===== src/core/jtbs_pkg.sv =====
// Shared constants and types for the scan test port
package jtbs_pkg;
    localparam int LOOP_PINS = 8;
    localparam int CHANNELS = 1;
    // Scan chain layout
    localparam int LOOP_IN_BASE = 0;
    localparam int LOOP_OUT_BASE = 1;
    localparam int LOOP_STRIDE = 2;
    localparam int LOOP_DIS_POS = 15;
    localparam int LOOP7_OUT_POS = 16;
    localparam int RX_FLOAT_POS = 22;
    localparam int CHAIN_LEN = 23;
    // Instruction register
    localparam int IR_LEN = 4;
    localparam logic [3:0] IR_CAPTURE = 4'h1;
    localparam logic [3:0] IR_EXTEST = 4'h0;
    localparam logic [3:0] IR_SAMPLE = 4'h2;
    localparam logic [3:0] IR_IDCODE = 4'hE;
    localparam logic [3:0] IR_BYPASS = 4'hF;
    localparam logic [31:0] ID_CODE_VALUE = 32'h0000_0001; // Arbitrary value
    localparam logic [2:0] TMS_RESET_RUN = 3'h5;
    typedef enum logic [3:0] {
        ST_RESET = 4'hF, ST_IDLE = 4'hC, ST_SEL_DR = 4'h7, ST_CAP_DR = 4'h6,
        ST_SH_DR = 4'h2, ST_EX1_DR = 4'h1, ST_PA_DR = 4'h3, ST_EX2_DR = 4'h0,
        ST_UP_DR = 4'h5, ST_SEL_IR = 4'h4, ST_CAP_IR = 4'hE, ST_SH_IR = 4'hA,
        ST_EX1_IR = 4'h9, ST_PA_IR = 4'hB, ST_EX2_IR = 4'h8, ST_UP_IR = 4'hD
    } jtbs_state_t;
endpackage


===== src/core/jtbs_sync.sv =====
// Two-flop synchroniser for scan pins
`timescale 1ns/100ps
module jtbs_sync #(
    parameter int WIDTH = 3
) (
    input wire logic clk_sys,
    input wire logic rst,
    input wire logic [WIDTH-1:0] async,
    output logic [WIDTH-1:0] synced
);
    logic [WIDTH-1:0] meta_q;
    always_ff @(posedge clk_sys) begin
        if (rst) begin
            meta_q <= '0;
            synced <= '0;
        end else begin
            meta_q <= async;
            synced <= meta_q;
        end
    end
endmodule


===== src/core/jtbs_tap.sv =====
// Scan test access port with loopback pin boundary cells
// Functional notes
// - Sixteen-state controller stepped by mode on clock.
// - Reset state: pins normal, ID instruction loaded.
// - Idle held while mode-select low.
// - Capture data loads chain from pins.
// - Shift data moves selected register one place.
// - Update data latches chain into output stage.
// - Capture instruction loads fixed pattern.
// - Shift instruction moves instruction shifter one place.
// - Update instruction makes shifted instruction active.
// - Pause states hold register contents.
// - Exit states are transient scan-ending points.
// - Every loop pin has a scan cell; receive data outputs have none.
// - Two-way pins use capture and drive cells.
// - Chain shifts least significant bit first.
// - Loop pin n: cell 2n in, 2n+1 out, except pin 7 out at cell 16.
// - Drive-disable cell floats or drives loop pins.
// - Float cell tristates receive outputs.
`timescale 1ns/100ps
module jtbs_tap
    import jtbs_pkg::*;
(
    // System
    input wire logic clk_sys,
    input wire logic rst,
    // Scan port pins
    input wire logic scanClk,
    input wire logic scanMode,
    input wire logic scanDataIn,
    output logic scanDataOut,
    output logic scanDataOutEn_n,
    // Loopback pins, functional side and pad side
    input wire logic [jtbs_pkg::LOOP_PINS-1:0] loopFuncOut,
    input wire logic loopFuncEn_n,
    input wire logic [jtbs_pkg::LOOP_PINS-1:0] loopPadIn,
    output logic [jtbs_pkg::LOOP_PINS-1:0] loopPadOut,
    output logic loopPadEn_n,
    // Receive outputs of channel 1, functional and pad side
    input wire logic [2:0] rxFuncOut,
    input wire logic rxFuncFloat,
    output logic [2:0] rxPadOut,
    output logic rxPadEn_n,
    // Status
    output logic [3:0] tapState,
    output logic testActive
);
    import jtbs_pkg::*;

    logic [2:0] pinSync;
    logic tckQ, tmsS, tdiS;
    logic rise, fall;
    jtbs_state_t state_q, state_d;
    logic [CHAIN_LEN-1:0] chain_q, upd_q;
    logic [IR_LEN-1:0] irSh_q, ir_q;
    logic [31:0] idSh_q;
    logic byp_q;
    logic tdo_q, tdoEn_q;
    logic [2:0] tmsRun_q;
    logic selChain, extest;
    logic [CHAIN_LEN-1:0] capVec;
    logic [LOOP_PINS-1:0] padSync;

    jtbs_sync #(.WIDTH(3)) uSync (
        .clk_sys(clk_sys),
        .rst(rst),
        .async({scanClk, scanMode, scanDataIn}),
        .synced(pinSync)
    );
    // Pad levels are asynchronous to the system clock
    jtbs_sync #(.WIDTH(LOOP_PINS)) uPadSync (
        .clk_sys(clk_sys),
        .rst(rst),
        .async(loopPadIn),
        .synced(padSync)
    );
    assign tmsS = pinSync[1];
    assign tdiS = pinSync[0];

    always_ff @(posedge clk_sys) begin
        if (rst) tckQ <= 1'b0;
        else tckQ <= pinSync[2];
    end
    assign rise = pinSync[2] & ~tckQ;
    assign fall = ~pinSync[2] & tckQ;

    // Controller graph, stepped on scan clock rise
    always_comb begin
        state_d = state_q;
        case (state_q)
            ST_RESET: state_d = tmsS ? ST_RESET : ST_IDLE;
            ST_IDLE: state_d = tmsS ? ST_SEL_DR : ST_IDLE;
            ST_SEL_DR: state_d = tmsS ? ST_SEL_IR : ST_CAP_DR;
            ST_CAP_DR: state_d = tmsS ? ST_EX1_DR : ST_SH_DR;
            ST_SH_DR: state_d = tmsS ? ST_EX1_DR : ST_SH_DR;
            ST_EX1_DR: state_d = tmsS ? ST_UP_DR : ST_PA_DR;
            ST_PA_DR: state_d = tmsS ? ST_EX2_DR : ST_PA_DR;
            ST_EX2_DR: state_d = tmsS ? ST_UP_DR : ST_SH_DR;
            ST_UP_DR: state_d = tmsS ? ST_SEL_DR : ST_IDLE;
            ST_SEL_IR: state_d = tmsS ? ST_RESET : ST_CAP_IR;
            ST_CAP_IR: state_d = tmsS ? ST_EX1_IR : ST_SH_IR;
            ST_SH_IR: state_d = tmsS ? ST_EX1_IR : ST_SH_IR;
            ST_EX1_IR: state_d = tmsS ? ST_UP_IR : ST_PA_IR;
            ST_PA_IR: state_d = tmsS ? ST_EX2_IR : ST_PA_IR;
            ST_EX2_IR: state_d = tmsS ? ST_UP_IR : ST_SH_IR;
            ST_UP_IR: state_d = tmsS ? ST_SEL_DR : ST_IDLE;
            default: state_d = ST_RESET;
        endcase
    end

    always_ff @(posedge clk_sys) begin
        if (rst) state_q <= ST_RESET;
        else if (rise) state_q <= state_d;
    end

    // Count of consecutive high mode samples, used only for checking
    always_ff @(posedge clk_sys) begin
        if (rst) tmsRun_q <= '0;
        else if (rise) begin
            if (!tmsS) tmsRun_q <= '0;
            else if (tmsRun_q != TMS_RESET_RUN) tmsRun_q <= tmsRun_q + 3'h1;
        end
    end

    assign selChain = (ir_q == IR_EXTEST) || (ir_q == IR_SAMPLE);
    assign extest = (ir_q == IR_EXTEST);

    // Capture vector; cells without an input capture their output stage
    always_comb begin
        capVec = upd_q;
        for (int n = 0; n < LOOP_PINS; n++) begin
            capVec[LOOP_IN_BASE + LOOP_STRIDE*n] = padSync[n];
        end
    end

    // Instruction path
    always_ff @(posedge clk_sys) begin
        if (rst) begin
            irSh_q <= IR_CAPTURE;
            ir_q <= IR_IDCODE;
        end else if (rise) begin
            case (state_q)
                ST_RESET: ir_q <= IR_IDCODE;
                ST_CAP_IR: irSh_q <= IR_CAPTURE;
                ST_SH_IR: irSh_q <= {tdiS, irSh_q[IR_LEN-1:1]};
                ST_UP_IR: ir_q <= irSh_q;
                default: irSh_q <= irSh_q;
            endcase
        end
    end

    // Data registers: chain, identity and bypass
    always_ff @(posedge clk_sys) begin
        if (rst) begin
            chain_q <= '0;
            idSh_q <= ID_CODE_VALUE;
            byp_q <= 1'b0;
        end else if (rise) begin
            case (state_q)
                ST_CAP_DR: begin
                    if (selChain) chain_q <= capVec;
                    idSh_q <= ID_CODE_VALUE;
                    byp_q <= 1'b0;
                end
                ST_SH_DR: begin
                    // LSB nearest the output, new bits enter at the top
                    if (selChain)
                        chain_q <= {tdiS, chain_q[CHAIN_LEN-1:1]};
                    else if (ir_q == IR_IDCODE)
                        idSh_q <= {tdiS, idSh_q[31:1]};
                    else byp_q <= tdiS;
                end
                default: chain_q <= chain_q;
            endcase
        end
    end

    // Parallel output stage
    always_ff @(posedge clk_sys) begin
        if (rst) upd_q <= '0;
        else if (rise && state_q == ST_UP_DR && selChain)
            upd_q <= chain_q;
    end

    // Serial output changes on falling scan clock only
    always_ff @(posedge clk_sys) begin
        if (rst) begin
            tdo_q <= 1'b0;
            tdoEn_q <= 1'b0;
        end else if (fall) begin
            tdoEn_q <= (state_q == ST_SH_DR) || (state_q == ST_SH_IR);
            if (state_q == ST_SH_IR) tdo_q <= irSh_q[0];
            else if (selChain) tdo_q <= chain_q[0];
            else if (ir_q == IR_IDCODE) tdo_q <= idSh_q[0];
            else tdo_q <= byp_q;
        end
    end
    assign scanDataOut = tdo_q;
    assign scanDataOutEn_n = ~tdoEn_q;

    // Pin muxing; functional path unless the test instruction is active, receive data always functional
    assign testActive = extest && state_q != ST_RESET;
    always_comb begin
        for (int n = 0; n < LOOP_PINS; n++) begin
            loopPadOut[n] = testActive ?
                upd_q[LOOP_OUT_BASE + LOOP_STRIDE*n] : loopFuncOut[n];
        end
        loopPadOut[LOOP_PINS-1] = testActive ?
            upd_q[LOOP7_OUT_POS] : loopFuncOut[LOOP_PINS-1];
    end
    assign loopPadEn_n = testActive ? upd_q[LOOP_DIS_POS] : loopFuncEn_n;
    assign rxPadOut = rxFuncOut;
    assign rxPadEn_n = testActive ? upd_q[RX_FLOAT_POS] : rxFuncFloat;
    assign tapState = state_q;

    AST_FIVE_HIGH_RESET: assert property (@(posedge clk_sys) disable iff (rst)
        rise && tmsS && tmsRun_q == 3'h4 |=> state_q == ST_RESET)
        else $error("five high mode cycles did not reset");
    AST_IDLE_HOLD: assert property (@(posedge clk_sys) disable iff (rst)
        rise && !tmsS && state_q == ST_IDLE |=> state_q == ST_IDLE)
        else $error("idle left with mode low");
    AST_RESET_ID: assert property (@(posedge clk_sys) disable iff (rst)
        rise && state_q == ST_RESET |=> ir_q == IR_IDCODE)
        else $error("reset state did not load identity instruction");
    AST_CAP_IR: assert property (@(posedge clk_sys) disable iff (rst)
        rise && state_q == ST_CAP_IR |=> irSh_q == IR_CAPTURE)
        else $error("instruction capture pattern wrong");
    AST_UP_IR: assert property (@(posedge clk_sys) disable iff (rst)
        rise && state_q == ST_UP_IR |=> ir_q == $past(irSh_q))
        else $error("instruction not updated");
    AST_CAP_DR: assert property (@(posedge clk_sys) disable iff (rst)
        rise && state_q == ST_CAP_DR && selChain
        |=> chain_q[LOOP_IN_BASE] == $past(padSync[0]))
        else $error("chain capture missed pin");
    AST_SHIFT_DR: assert property (@(posedge clk_sys) disable iff (rst)
        rise && state_q == ST_SH_DR && selChain
        |=> chain_q[CHAIN_LEN-2:0] == $past(chain_q[CHAIN_LEN-1:1]))
        else $error("chain did not shift toward output");
    AST_PAUSE_HOLD: assert property (@(posedge clk_sys) disable iff (rst)
        rise && state_q == ST_PA_DR |=> $stable(chain_q))
        else $error("chain changed during pause");
    AST_UP_DR: assert property (@(posedge clk_sys) disable iff (rst)
        rise && state_q == ST_UP_DR && selChain |=> upd_q == $past(chain_q))
        else $error("output stage not updated");
    AST_TDO_EN: assert property (@(posedge clk_sys) disable iff (rst)
        !scanDataOutEn_n |-> $past(state_q == ST_SH_DR || state_q == ST_SH_IR,
        1) || $stable(scanDataOutEn_n))
        else $error("data out enabled outside shift");
    AST_LOOP_DIS: assert property (@(posedge clk_sys) disable iff (rst)
        testActive |-> loopPadEn_n == upd_q[LOOP_DIS_POS])
        else $error("loop drive disable not applied");
endmodule


===== config.mk =====
export PLATFORM = sky130hd
export DESIGN_NAME = jtbs_tap
export DESIGN_NICKNAME = d
export VERILOG_FILES = /design/src/core/jtbs_pkg.sv /design/src/core/jtbs_sync.sv /design/src/core/jtbs_tap.sv
export SDC_FILE = /design/constraint.sdc
export NUM_CORES = 1
export LEC_CHECK = 0
export BUFFER_PORTS_ARGS = -buffer_cell sky130_fd_sc_hd__buf_2
export CAP_MARGIN = 20
export CORE_ASPECT_RATIO = 0.9
export CORE_MARGIN = 5
export CORE_UTILIZATION = 62
export DETAILED_ROUTE_END_ITERATION = 10
export GPL_TIMING_DRIVEN = 0
export PLACE_DENSITY_LB_ADDON = 0.1
export RECOVER_POWER = 50
export SETUP_SLACK_MARGIN = 0.05
export SYNTH_ARGS = -nofsm -noshare
export SYNTH_HDL_FRONTEND = slang
export SYNTH_HIERARCHICAL = 1
export SYNTH_SLANG_ARGS = --single-unit

===== constraint.sdc =====
create_clock -name clk_sys -period 5.65 [get_ports clk_sys]
set_input_delay 1.13 -clock clk_sys [delete_from_list [all_inputs] [get_ports clk_sys]]
set_output_delay 1.13 -clock clk_sys [all_outputs]
set_load 0.01 [all_outputs]

======== Word-level counts from Yosys, hierarchy flattened ========
Index checks and enable logic that the tools add are counted.
storage, ports and cells
  output and inout bits ................... 20
  bits in registers ....................... 116
operators by class
  reductions and logical operators ........ 18
  eq/ne operators ......................... 23
  bitwise gates (word level) .............. 5
  muxes and demuxes ....................... 37
operators with widths
  kind                                                                    count
  32-bit two-way mux                                                      2
  32-bit one-hot mux with 2 select lines                                  1
  4-bit one-hot mux with 12 select lines                                  1
  23-bit two-way mux                                                      2
  23-bit one-hot mux with 2 select lines                                  1
  4-bit equality test (second input constant)                             9
  4-bit by 3-bit equality test with 1-bit output (second input constant)  4
  1-bit two-way mux                                                       16
  4-bit one-hot mux with 2 select lines                                   2
  4-bit by 2-bit equality test with 1-bit output (second input constant)  3
  2-bit two-way mux                                                       6
  3-bit two-way mux                                                       4
  4-bit AND reduction                                                     3
  2-bit inequality test (second input constant)                           5
  4-bit logical NOT                                                       2
  2-bit nonzero test                                                      3
  4-bit by 1-bit equality test with 1-bit output (second input constant)  1
  4-bit two-way mux                                                       1
  4-bit inequality test (second input constant)                           1
  2-bit AND reduction                                                     2
  2-bit OR reduction                                                      2
  1-bit logical AND                                                       3
  1-bit NOT                                                               3
  3-bit OR reduction                                                      1
  other kinds (3)                                                         5

======== Longest topological paths before layout ========
  word-level depth ........................ 4
  gate-level depth with buffers ........... 7

======== By module ========
Netlist, hierarchy kept.
modules (own cells, without submodules)
  module                cells an instance  instances  seq. area each (µm²)  area an instance (µm²)
  jtbs_tap              408                1          1721.7                3757.4
  jtbs_sync (uPadSync)  33                 1          320.3                 464.2
  jtbs_sync (uSync)     12                 1          120.1                 157.7

======== Worst setup path after synthesis ========
OpenSTA, ideal clock, no wires.
  path kind ............................... register -> output
  from .................................... register ir_q[0]
  to ...................................... output loopPadEn_n
  cell stages (with the launch flop) ...... 6
  data arrival time ....................... 1.670 ns
  path buffers ............................ 2
  setup slack ............................. 2.850 ns
  cell sequence ........................... dfxtp_1 > or3_1 > buf_6 > or3_1 > buf_2 > mux2_2
on the way
  word-level cells in the longest chain between the ends .. 3
ends and longest elaborated chain
  what                    line             text
  start, declared         jtbs_tap.sv:55   logic [IR_LEN-1:0] irSh_q, ir_q;
  start signal, assigned  jtbs_tap.sv:146  ST_UP_IR: ir_q <= irSh_q;
  4-bit logical NOT       jtbs_tap.sv:126  assign extest = (ir_q == IR_EXTEST);
  1-bit logical AND       jtbs_tap.sv:202  assign testActive = extest && state_q != ST_RESET;
  1-bit two-way mux       jtbs_tap.sv:211  assign loopPadEn_n = testActive ? upd_q[LOOP_DIS_POS] : loopFuncEn_n;
  end, declared           jtbs_tap.sv:38   output logic loopPadEn_n,
No other way between the ends.

======== Worst setup path after layout ========
  from .................................... register ir_q[2]
  to ...................................... output loopPadOut[1] in the netlist's numbering
on the way
  word-level cells in the longest chain between the ends .. 3
ends and longest elaborated chain
  what               line             text
  4-bit logical NOT  jtbs_tap.sv:126
  1-bit logical AND  jtbs_tap.sv:202
  1-bit two-way mux  jtbs_tap.sv:205  loopPadOut[n] = testActive ?
  end, declared      jtbs_tap.sv:37   output logic [jtbs_pkg::LOOP_PINS-1:0] loopPadOut,
No other way between the ends.

==> results.json <==
{
  "status": "complete, no violations",
  "ys.flop_type": "dfxtp_1",
  "p_per_area_nw_per_um2": 268,
  "ys_async_sr_fraction_pct": 0,
  "required_ns": 4.52,
  "yosysSeqAreaShare_pct": 49.4,
  "clock_latency_ns": 0.37,
  "synth-adder-area-share_pct": 0,
  "fin_skew_ns": 0.0118,
  "cts_max_path_buffers": 2,
  "htreeDepth": 3,
  "synthMostInstantiatedCell": "dfxtp_1",
  "synth_top_family_by_area": "simple AND/OR/NAND/NOR gates",
  "clock_sinks": 108,
  "grt_max_degree": 22,
  "syn-num-nets": 479,
  "cp_max_fo": 10,
  "synth-seq-cells": 108,
  "antenna_found_initial": 0,
  "wl_um": 8610,
  "synth_area_um2": 4380,
  "gr-usage-all-layers_pct": 19.7,
  "cts_resized": 0,
  "cts.clk_slew.worst_paths_ns": 0.11,
  "leakage_uw": 0.00175,
  "dieWidth_um": 98.6,
  "cp-end-kind": "primary output",
  "maxSlewHeadroom_pct": 43.6,
  "syn_inst": 453,
  "worst_setup_path_start_kind": "flop",
  "die-area_um2": 8850,
  "start_util_pct": 62.9,
  "post-cts-setup-buffers": 0,
  "place_ws_ns": 2.62,
  "postCtsHoldBufs": 0,
  "clockRootBuffer": "clkbuf_8",
  "yosys-top-cells-area": "dfxtp_1 (49%), mux2i_1 (5.0%), nand2b_1 (4.7%)",
  "num_io_pins": 46,
  "hold_class": "flop to flop",
  "hpwlAfterDp_um": 6130,
  "peakVddDrop_mv": 0.187,
  "synth_common_cells": "dfxtp_1 (108), nor2_1 (36), nand2b_1 (33)",
  "synth_top_area_share_pct": 49.4,
  "worst_slack_ns": 2.23,
  "slew_viol_final": 0,
  "worstMarginPinSlew_ns": 0.847,
  "synthMuxAreaShare_pct": 7.60,
  "core.rowCount": 29,
  "numCtsBuffers": 9,
  "fin_setup_tns_ns": 0,
  "drive_above_1_share_pct": 24.3,
  "synth.distinct_cells": 51,
  "cp.arrival_ns": 2.29,
  "portBuffers": 42,
  "cts_tree": "yes",
  "regToRegSetupSlack_ns": 3.65,
  "drcViolationCount": 0,
  "fmax_mhz": 292,
  "synth_xor_area_share_pct": 0,
  "avgRoutedWirePerCell_um": 14.3,
  "chipHeight_um": 89.7,
  "synth-simple-area-share_pct": 21.3,
  "grt_overflow": 0,
  "syn2layout_area_growth_pct": 11.8,
  "avgSynthCellArea_um2": 9.67,
  "num_vias": 3327,
  "avgViaCountPerCell": 5.51,
  "drt.antenna.violating_nets": 0,
  "setup_violations": 0,
  "first_pass_iters": 4,
  "hold_violations": 0,
  "crit_type": "flop to primary output",
  "nets": 532,
  "rsz0062_at_grt": "no",
  "yosys_warnings": 6,
  "period_minus_slack_ns": 3.42,
  "max_cap_viol_count": 0,
  "grt_pass1_wl_um": 14700,
  "period_share_pct": 60.6,
  "antennaDiodeCount": 0,
  "globalplace.congestion": 0.860,
  "synth_area_leader_cell": "dfxtp_1",
  "grt_pass1_vias": 3092,
  "coreArea_um2": 6970,
  "synth_compound_area_share_pct": 16.2,
  "synth_edf_count": 0,
  "dr.first_iter.drc_count": 160
}
## area by class of cell
class	instances	area [um2]
buffer	38	204
clock buffer	9	124
clock inverter	7	77.6
fill	586	2070
inverter	8	30.0
multi-input combinational	299	1980
sequential	108	2160
tap	93	116
timing repair buffer	42	208
## cell families (layout without fill, tap and decap cells)
group / after synthesis / after routing
buffers and inverters: 46 / 104
multiplexers: 32 / 32
flip-flops: 108 / 108
AND/OR/NAND/NOR: 164 / 164
AO/OA/AOI/OAI: 103 / 103
## cells in the final DEF, fill, tap and decap left out, types with 2 or more instances in the layout
cell / instances
dfxtp_1: 108
buf_2: 49
nor2_1: 36
nand2b_1: 33
o22ai_1: 30
nand2_1: 28
mux2i_1: 22
a211oi_1: 22
clkbuf_1: 20
a21oi_1: 14
nor2b_1: 13
mux2_2: 10
nand2_2: 10
a21oi_2: 10
clkbuf_8: 9
inv_1: 8
o21ai_0: 7
nor2b_2: 7
nand3_1: 6
o21bai_1: 6
nor3_1: 6
and2b_2: 6
buf_4: 5
or3_1: 3
or2_2: 3
buf_1: 3
buf_6: 2
nor4_1: 2
a311oi_1: 2
o32ai_1: 2
inv_8: 2
clkinv_8: 2
## power breakdown
part	total [uW]	internal, uW	switching [uW]
logic	78.0	34.6	43.3
clock network	458	176	282
registers	777	771	5.85
## through the flow
step | hold slack, ns | power (uW) | cells | utilization [%] | cell area, um2
after global routing | 0.460 | 1370 | 604 | 70.3 | 4900
final | 0.447 | 1310 | 604 | 70.3 | 4900
after floorplan | 0.414 | 845 | 453 | - | 4380
after detailed placement | 0.421 | 873 | 588 | 67.5 | 4710
after CTS | 0.448 | 1330 | 604 | 70.4 | 4910
after global placement | 0.420 | 871 | 588 | 67.5 | 4710
## state kept, by name (all words and copies together) (netlist names)
name             cells
upd_q               15
chain_q             23
tdoEn_q              1
ir_q                 4
uSync/meta_q         3
idSh_q              32
uPadSync/synced      8
byp_q                1
irSh_q               4
tckQ                 1
uSync/synced         3
tapState             4
scanDataOut          1
uPadSync/meta_q      8
## worst paths after layout
| path | startpoint | endpoint | depth (start not counted) |
|---|---|---|---|
| worst max-delay path | ir_q[2]$_SDFFE_PP1P_ | loopPadOut[1] | 6 |
| worst min-delay path | uSync/meta_q[1]$_SDFF_PP0_ | uSync/synced[1]$_SDFF_PP0_ | 1 |
| worst max register to register | tapState[1]$_SDFFE_PP1P_ | chain_q[7]$_SDFFE_PP0P_ | 6 |
| worst min register to register | uSync/meta_q[1]$_SDFF_PP0_ | uSync/synced[1]$_SDFF_PP0_ | 1 |
## routing by layer
layer | part of all wire (%) | track usage, % | up-vias | wire, um
met2 | 46 | 31.8 | 87 | 3980
met1 | 48 | 26.9 | 1543 | 4120
met4 | 0.89 | 5.23 | 0 | 77
met5 | 0 | 0 | - | 0
li1 | - | - | 1691 | -
met3 | 5.0 | 4.02 | 6 | 434
## critical path, stage by stage, from the launching register on
cell,delay (ns)
dfxtp_1,0.37
or3_1,0.37
buf_6,0.15
or3_1,0.40
buf_2,0.23
mux2_2,0.29
buf_2,0.14
Note: power is estimated with default switching activity, not from simulation.
